## src/verilog/cfg_src_pkg.sv

```systemverilog
// Purpose: shared constants and types for the serial bitstream source
// Assumes: 50 MHz system clock, one bit of image per address
// Notes: image depths are fixed; legacy depth is the smaller variant
package cfg_src_pkg;
  localparam int ADDR_W = 11;
  localparam logic [ADDR_W-1:0] FULL_LAST = 11'h7FF;
  localparam logic [ADDR_W-1:0] LEGACY_LAST = 11'h3FF;
  localparam logic [ADDR_W-1:0] ADDR_ZERO = 11'h000;
  localparam logic [ADDR_W-1:0] ADDR_ONE = 11'h001;
  localparam int CLK_PERIOD_NS = 20;
  localparam int POR_TIME_MS = 200;
  // longest time: rounds down
  localparam int POR_CYCLES_DOC = POR_TIME_MS * 1000000 / CLK_PERIOD_NS;
  localparam int POR_CNT_W = 24;
  localparam logic [POR_CNT_W-1:0] POR_CNT_ONE = 24'h000001;
  localparam logic [POR_CNT_W-1:0] POR_CNT_ZERO = 24'h000000;

  typedef enum logic [1:0] {
    ST_POR  = 2'h0,
    ST_IDLE = 2'h1,
    ST_SEND = 2'h3,
    ST_DONE = 2'h2
  } src_state_t;
endpackage

```

## src/verilog/image_bit_store.sv

```systemverilog
// Purpose: bit-wide image memory with a registered read port
// Assumes: written by the programming side, read once per cycle
// Notes: read data lag the read address by one clock
`timescale 1ns/1ps
module image_bit_store
  import cfg_src_pkg::*;
(
  input wire logic clk_sys,
  input wire logic rst_n,
  input wire logic wr_en,
  input wire logic [ADDR_W-1:0] wr_addr,
  input wire logic wr_bit,
  input wire logic [ADDR_W-1:0] rd_addr,
  output logic rd_bit
);
  logic mem [0:(1<<ADDR_W)-1];

  always_ff @(posedge clk_sys) begin
    if (wr_en) begin
      mem[wr_addr] <= wr_bit;
    end
  end

  always_ff @(posedge clk_sys or negedge rst_n) begin
    if (!rst_n) begin
      rd_bit <= 1'b0;
    end else begin
      rd_bit <= mem[rd_addr];
    end
  end
endmodule

```

## src/verilog/serial_config_bitstream_source.sv

```systemverilog
// Purpose: serial configuration memory streaming an image to a target
// Assumes: target drives the serial clock and the output-enable line
// Notes: pins are sampled on clk_sys through two flip-flops
//
// What this block does
// - power-on delay once, never on reconfiguration
// - stored image leaves one bit at a time
// - legacy image makes device act like smaller variant
// - cascade output feeds next memory's chip select
// - cascading is a build option
// - rising clock edge advances counter when allowed
// - enable low resets counter, high permits output
// - cascade select low once the bit at counter maximum is taken
// - data floats when deselected or finished
`timescale 1ns/1ps
module serial_config_bitstream_source
  import cfg_src_pkg::*;
#(
  parameter int POR_CYCLES = POR_CYCLES_DOC,
  parameter bit CASCADE_EN = 1'b1
)(
  input wire logic clk_sys,
  input wire logic rst_n,
  input wire logic serial_config_clock,
  input wire logic chip_select_n,
  input wire logic oe_in,
  output logic oe_out,
  output logic oe_oe,
  output logic serial_data_out,
  output logic serial_data_oe,
  output logic cascade_select_n,
  input wire logic legacy_mode,
  input wire logic prog_wr_en,
  input wire logic [ADDR_W-1:0] prog_wr_addr,
  input wire logic prog_wr_bit
);
  // ----------------------------------------------------------------
  // state
  // ----------------------------------------------------------------
  typedef struct packed {
    logic sclk_s1;
    logic sclk_s2;
    logic sclk_s3;
    logic oe_s1;
    logic oe_s2;
    logic cs_s1;
    logic cs_s2;
    src_state_t state;
    logic [POR_CNT_W-1:0] por_cnt;
    logic [ADDR_W-1:0] addr;
    logic data;
    logic data_oe;
    logic casc_n;
    logic oe_drv;
    logic oe_en;
  } src_regs_t;

  localparam src_regs_t REGS_RST = '{
    sclk_s1: 1'b0, sclk_s2: 1'b0, sclk_s3: 1'b0,
    oe_s1: 1'b0, oe_s2: 1'b0, cs_s1: 1'b1, cs_s2: 1'b1,
    state: ST_POR, por_cnt: POR_CNT_ZERO, addr: ADDR_ZERO,
    data: 1'b0, data_oe: 1'b0, casc_n: 1'b1,
    oe_drv: 1'b0, oe_en: 1'b1
  };
  localparam logic [POR_CNT_W-1:0] POR_LAST =
    POR_CNT_W'(POR_CYCLES) - POR_CNT_ONE;

  src_regs_t q, d;
  logic rd_bit;
  logic sclk_rise;
  logic send_ok;
  logic [ADDR_W-1:0] img_last;

  image_bit_store u_store (
    .clk_sys(clk_sys),
    .rst_n(rst_n),
    .wr_en(prog_wr_en),
    .wr_addr(prog_wr_addr),
    .wr_bit(prog_wr_bit),
    .rd_addr(q.addr),
    .rd_bit(rd_bit)
  );

  // ----------------------------------------------------------------
  // next state
  // ----------------------------------------------------------------
  assign sclk_rise = q.sclk_s2 & ~q.sclk_s3;
  assign send_ok = q.oe_s2 & ~q.cs_s2;
  // legacy image ends at the smaller variant's depth
  assign img_last = legacy_mode ? LEGACY_LAST : FULL_LAST;

  always_comb begin
    d = q;
    d.sclk_s1 = serial_config_clock;
    d.sclk_s2 = q.sclk_s1;
    d.sclk_s3 = q.sclk_s2;
    d.oe_s1 = oe_in;
    d.oe_s2 = q.oe_s1;
    d.cs_s1 = chip_select_n;
    d.cs_s2 = q.cs_s1;
    d.oe_drv = 1'b0;
    d.data = rd_bit;
    case (q.state)
      ST_POR: begin
        // hold enable low until supplies settle, first power-up only
        d.oe_en = 1'b1;
        if (q.por_cnt == POR_LAST) begin
          d.state = ST_IDLE;
          d.oe_en = 1'b0;
        end else begin
          d.por_cnt = q.por_cnt + POR_CNT_ONE;
        end
      end
      ST_IDLE: begin
        if (send_ok) begin
          d.state = ST_SEND;
        end
      end
      ST_SEND: begin
        if (q.cs_s2) begin
          d.state = ST_IDLE;
        end else if (sclk_rise && send_ok) begin
          if (q.addr == img_last) begin
            d.state = ST_DONE;
          end else begin
            d.addr = q.addr + ADDR_ONE;
          end
        end
      end
      ST_DONE: begin
        d.state = ST_DONE;
      end
      default: begin
        d.state = ST_POR;
      end
    endcase
    // enable low clears the counter; never re-enters power-on wait
    if (q.state != ST_POR && !q.oe_s2) begin
      d.addr = ADDR_ZERO;
      d.state = ST_IDLE;
    end
    // low only once the last bit is taken: the next edge is the follower's
    d.casc_n = ~(CASCADE_EN && d.addr == img_last &&
      d.state == ST_DONE);
    d.data_oe = (d.state == ST_SEND) && q.oe_s2 && !q.cs_s2;
  end

  always_ff @(posedge clk_sys or negedge rst_n) begin
    if (!rst_n) begin
      q <= REGS_RST;
    end else begin
      q <= d;
    end
  end

  assign oe_out = q.oe_drv;
  assign oe_oe = q.oe_en;
  assign serial_data_out = q.data;
  assign serial_data_oe = q.data_oe;
  assign cascade_select_n = q.casc_n;
endmodule
```

## config.mk

```make
export PLATFORM = sky130hd
export DESIGN_NAME = serial_config_bitstream_source
export DESIGN_NICKNAME = d
export VERILOG_FILES = /design/src/verilog/cfg_src_pkg.sv /design/src/verilog/image_bit_store.sv /design/src/verilog/serial_config_bitstream_source.sv
export SDC_FILE = /design/constraint.sdc
export NUM_CORES = 2
export LEC_CHECK = 0
export BUFFER_PORTS_ARGS = -buffer_cell sky130_fd_sc_hd__buf_2
export CORE_MARGIN = 5
export CORE_UTILIZATION = 45
export CTS_CLUSTER_SIZE = 14
export DETAILED_ROUTE_END_ITERATION = 10
export PLACE_DENSITY_LB_ADDON = 0.12
export SLEW_MARGIN = 20
export SYNTH_ARGS = -nofsm -noshare
export SYNTH_HDL_FRONTEND = slang
export SYNTH_HIERARCHICAL = 1
export SYNTH_SLANG_ARGS = --single-unit
```

## constraint.sdc

```tcl
create_clock -name clk_sys -period 6.8 [get_ports clk_sys]
set_input_delay 0.68 -clock clk_sys [delete_from_list [all_inputs] [get_ports clk_sys]]
set_output_delay 0.68 -clock clk_sys [all_outputs]
set_load 0.01 [all_outputs]
```

==> run summary <==
• completed — status
• 6 — Ys Warns
• done — TritonCTS clock tree
• register — type of origin of the critical path
• 6.17 — via/cell ratio
• edfxtp_1 — largest area contributor in the netlist
• 0.06 ns — Worst-path clk slew
• 2097 — number of sinks on the clock net
• 21 — antenna violations before repair
• 3 — Longest Clk Path Bufs
• 462 um — horizontal die dimension
• 6 — drt first pass iters
• 287 — maximum number of pins on one net before global-route repair
• 2.34% — Async S/R FF share, synth
• legacy_mode — hold_sp
• 1.7% — part of the power in combinational logic
• 0.266 mV — worst supply voltage drop on vdd
• 166 — row count
• 14.1% — relative max-transition margin
• 401 mm — global-route wire length before repair
• 284 mm — total detailed-routing wirelength
• 53.3% — share of total power in sequential cells
• 2.03 ns — Post-Place Setup Slack
• 56200 — via total after detailed routing
• 132 mm — met2 wire length
• 68.2% — sequential cell area fraction in the yosys report
• 222 — Inserted Clock Buffers
• 0.0349 ns — post-route clock skew
• 28.6 nW — Leak Pwr
• 14.2% — share of final-layout standard cells stronger than drive strength 1
• 49.7% — Layout Utilization
• 69.8% — period utilization
• nor2_1 — most frequently used cell type in the post-synthesis netlist
• 66.9% — top-area cell type share of the netlist area
• 2101 x nor2_1, 2048 x edfxtp_1, 397 x clkbuf_1, 310 x mux2i_1, 290 x mux4_2 — most frequent cells after synthesis
• 2048 — number of enable-type register cells in the synthesized netlist
• 0 — number of max-cap violations
• 45.1% — Starting Density
• 5.57 mW — net switching power figure
• 23.8 mm — sum of met3 wire segment lengths after detailed routing
• 54400 — number of global-route vias before repair
• 14.2 um2 — post-synthesis average cell area
• 2.05 ns — worst reg-to-reg setup slack
• 0 — antenna-violating nets left
• 45.1% — power share of the clock group
• 0 — overflow left after global routing
• 462 um — chip height
• 263 nW/um2 — pwr/cell area
• 9 — number of cells traversed by the worst register-to-register path
• met5 — highest metal layer with signal wires
• 0.211 GHz — achievable frequency
• 101000 um2 — final cell area excluding filler cells
• 0 — number of pins exceeding their max-slew limit in the final report
• 20.9% — switching part of the total power
• 0.819 — GP Congestion
• 119 mm — wl on met1
• 2.05 ns — post-layout worst setup margin
• 2097 — number of synthesized register bits
• 153 mm — detailed-placement wirelength estimate
• 43 — Critical Path Fanout Max
• 75 — unique cell type count in the Yosys netlist
• 10.3% — layout overhead on the synthesized area
• 4 — deepest level of the CTS H-tree
• clkbuf_16 — Root Buffer
• 3 — cell depth of the worst hold path
• edfxtp_1 — Post-synth top flop
• 91900 um2 — Netlist Area Pre-Place
• register — sort of element at the end of the critical path
• 31.1 um — routed length per instance
• 1.29 ns — Tightest Pin Transition
• 4.75 ns — Period minus WS final
• u_store/rd_bit — terminus of the critical flop-to-flop path
• q[15] — end point of the most critical hold path
• 6253 — layout net count
• 0 ns — Total Neg Setup Slack
• 0 — DRC
• 26.3% — gr usage total
• 24 — IO Count
• 17500 — fill cell total of the finished layout
• q[5] — critical register-to-register path startpoint
• 0 — final hold vios
• reg -> reg — Worst Setup Path Type
• 5.48 ns — arrival time worst endpoint
• 204000 um2 — area of the placeable core
• 7.53 ns — required time of the critical path
• 94100 um2 — area after detailed placement
• in -> reg — path category of the worst min-delay check
• 0.85 ns — clock latency of the later-clocked register in the worst-skew pair
• 22 — number of port buffers
• 6456 — Post-Synthesis Cells
• 0 — post-CTS repair timing setup buffer count
• 21.1 mW — design internal power
• 6477 — Synth Net Count
• no — unrepaired setup endpoints after global routing
• 0 — final setup vio count
• 7570 — number of DRC markers in iteration 0
• 213000 um2 — Die Area
• edfxtp_1 67%, nor2_1 8.6%, mux4_2 7.1%, mux2i_1 3.4%, mux4_1 2.5% — synth top area cells
-- flip-flops by register name (all words and copies together), names as in the netlist --
register,count
q,40
oe_oe,1
serial_data_oe,1
u_store/rd_bit,1
d,4
serial_data_out,1
cascade_select_n,1
u_store/mem,2048
-- cell usage in the layout (no fill, tap or decap), drive strengths merged, types with 8 or more instances in the layout --
| master | instances |
|---|---|
| a2111oi | 12 |
| a211oi | 13 |
| a21oi | 81 |
| a22oi | 25 |
| a31oi | 9 |
| and2 | 14 |
| and3 | 8 |
| buf | 173 |
| bufinv | 21 |
| clkbuf | 278 |
| clkinv | 100 |
| dfrtp | 45 |
| edfxtp | 2048 |
| inv | 12 |
| mux2 | 21 |
| mux2i | 310 |
| mux4 | 379 |
| nand2 | 173 |
| nand3 | 79 |
| nand4 | 31 |
| nor2 | 2102 |
| nor2b | 10 |
| nor3 | 37 |
| nor3b | 16 |
| nor4 | 18 |
| o21ai | 50 |
| o221ai | 145 |
| o22ai | 84 |
| xnor2 | 22 |
| xor2 | 8 |
-- routing by layer --
metal	global-route usage [%]	vias up
met5	0	-
met4	7.96	2
met3	4.22	446
met2	41.6	2441
met1	37.7	29800
li1	-	23500
-- what timing repair did --
action	in CTS	in global routing
hold endpoints to repair	13	0
resized for setup	0	0
hold buffers	4	0
-- power by group through the flow --
stage / sequential, mW / combinational [mW] / clock, mW
2_1_floorplan: 14.5 / 0.100 / 0
3_3_place_gp: 14.5 / 0.421 / 0
3_5_place_dp: 14.5 / 0.430 / 0
4_1_cts: 14.2 / 0.433 / 12.2
5_1_grt: 14.2 / 0.462 / 12.7
6_report: 14.2 / 0.440 / 12.0
-- worst max-delay path by stage --
stage | startpoint | end | slack [ns] | cells past startpoint
finish | q[5] | u_store/rd_bit | 2.05 | 9
global placement | q[6] | u_store/rd_bit | 1.84 | 9
CTS | q[5] | u_store/rd_bit | 2.01 | 9
detailed placement | q[5] | u_store/rd_bit | 2.03 | 9
floorplan | q[5] | u_store/rd_bit | 4.31 | 10
global route | q[5] | u_store/rd_bit | 1.92 | 9
-- kinds of logic (layout without fill, tap and decap cells) --
kind of cell	Yosys count	after routing	synth area share [%]
AOI/OAI and AO/OA	455	455	3.51
other	1	7	0.00408
adders and majority gates	2	2	0.0272
muxes	710	710	13.3
buffers and inverters	630	595	3.65
xor gates and xnor gates	30	30	0.286
and+or+nand+nor	2531	2531	11.0
DFF	2097	2097	68.2
-- metrics by stage --
| step | std cells | power, mW | hold WS [ns] |
|---|---|---|---|
| CTS | 9109 | 26.8 | 0.112 |
| global route | 9110 | 27.4 | 0.180 |
| detailed placement | 8692 | 14.9 | 0.348 |
| floorplan | 6456 | 14.6 | 0.331 |
| global placement | 8685 | 14.9 | 0.335 |
| finish | 9115 | 26.6 | 0.175 |
-- cell type report --
class                      instances  area, um2  area share (%)
clock buffer                     278       5800            5.72
timing repair buffer             177       1600            1.58
clock inverter                   135       1340            1.32
inverter                           5       26.3          0.0259
antenna                            6       15.0          0.0148
tap                             2688       3360            3.32
sequential                      2097      62700            61.9
multi-input combinational       3729      26500            26.1
-- critical path, stage by stage (launching register included) --
cell       delay, ns
dfrtp_4         0.98
buf_12          0.41
buf_4           0.48
mux4_1          0.61
mux4_2          0.53
nor2b_1         0.16
a211oi_1        0.78
a2111oi_2       0.26
nand4_1         0.19
nand4_1         0.10
(Power assumes the default switching activity.)
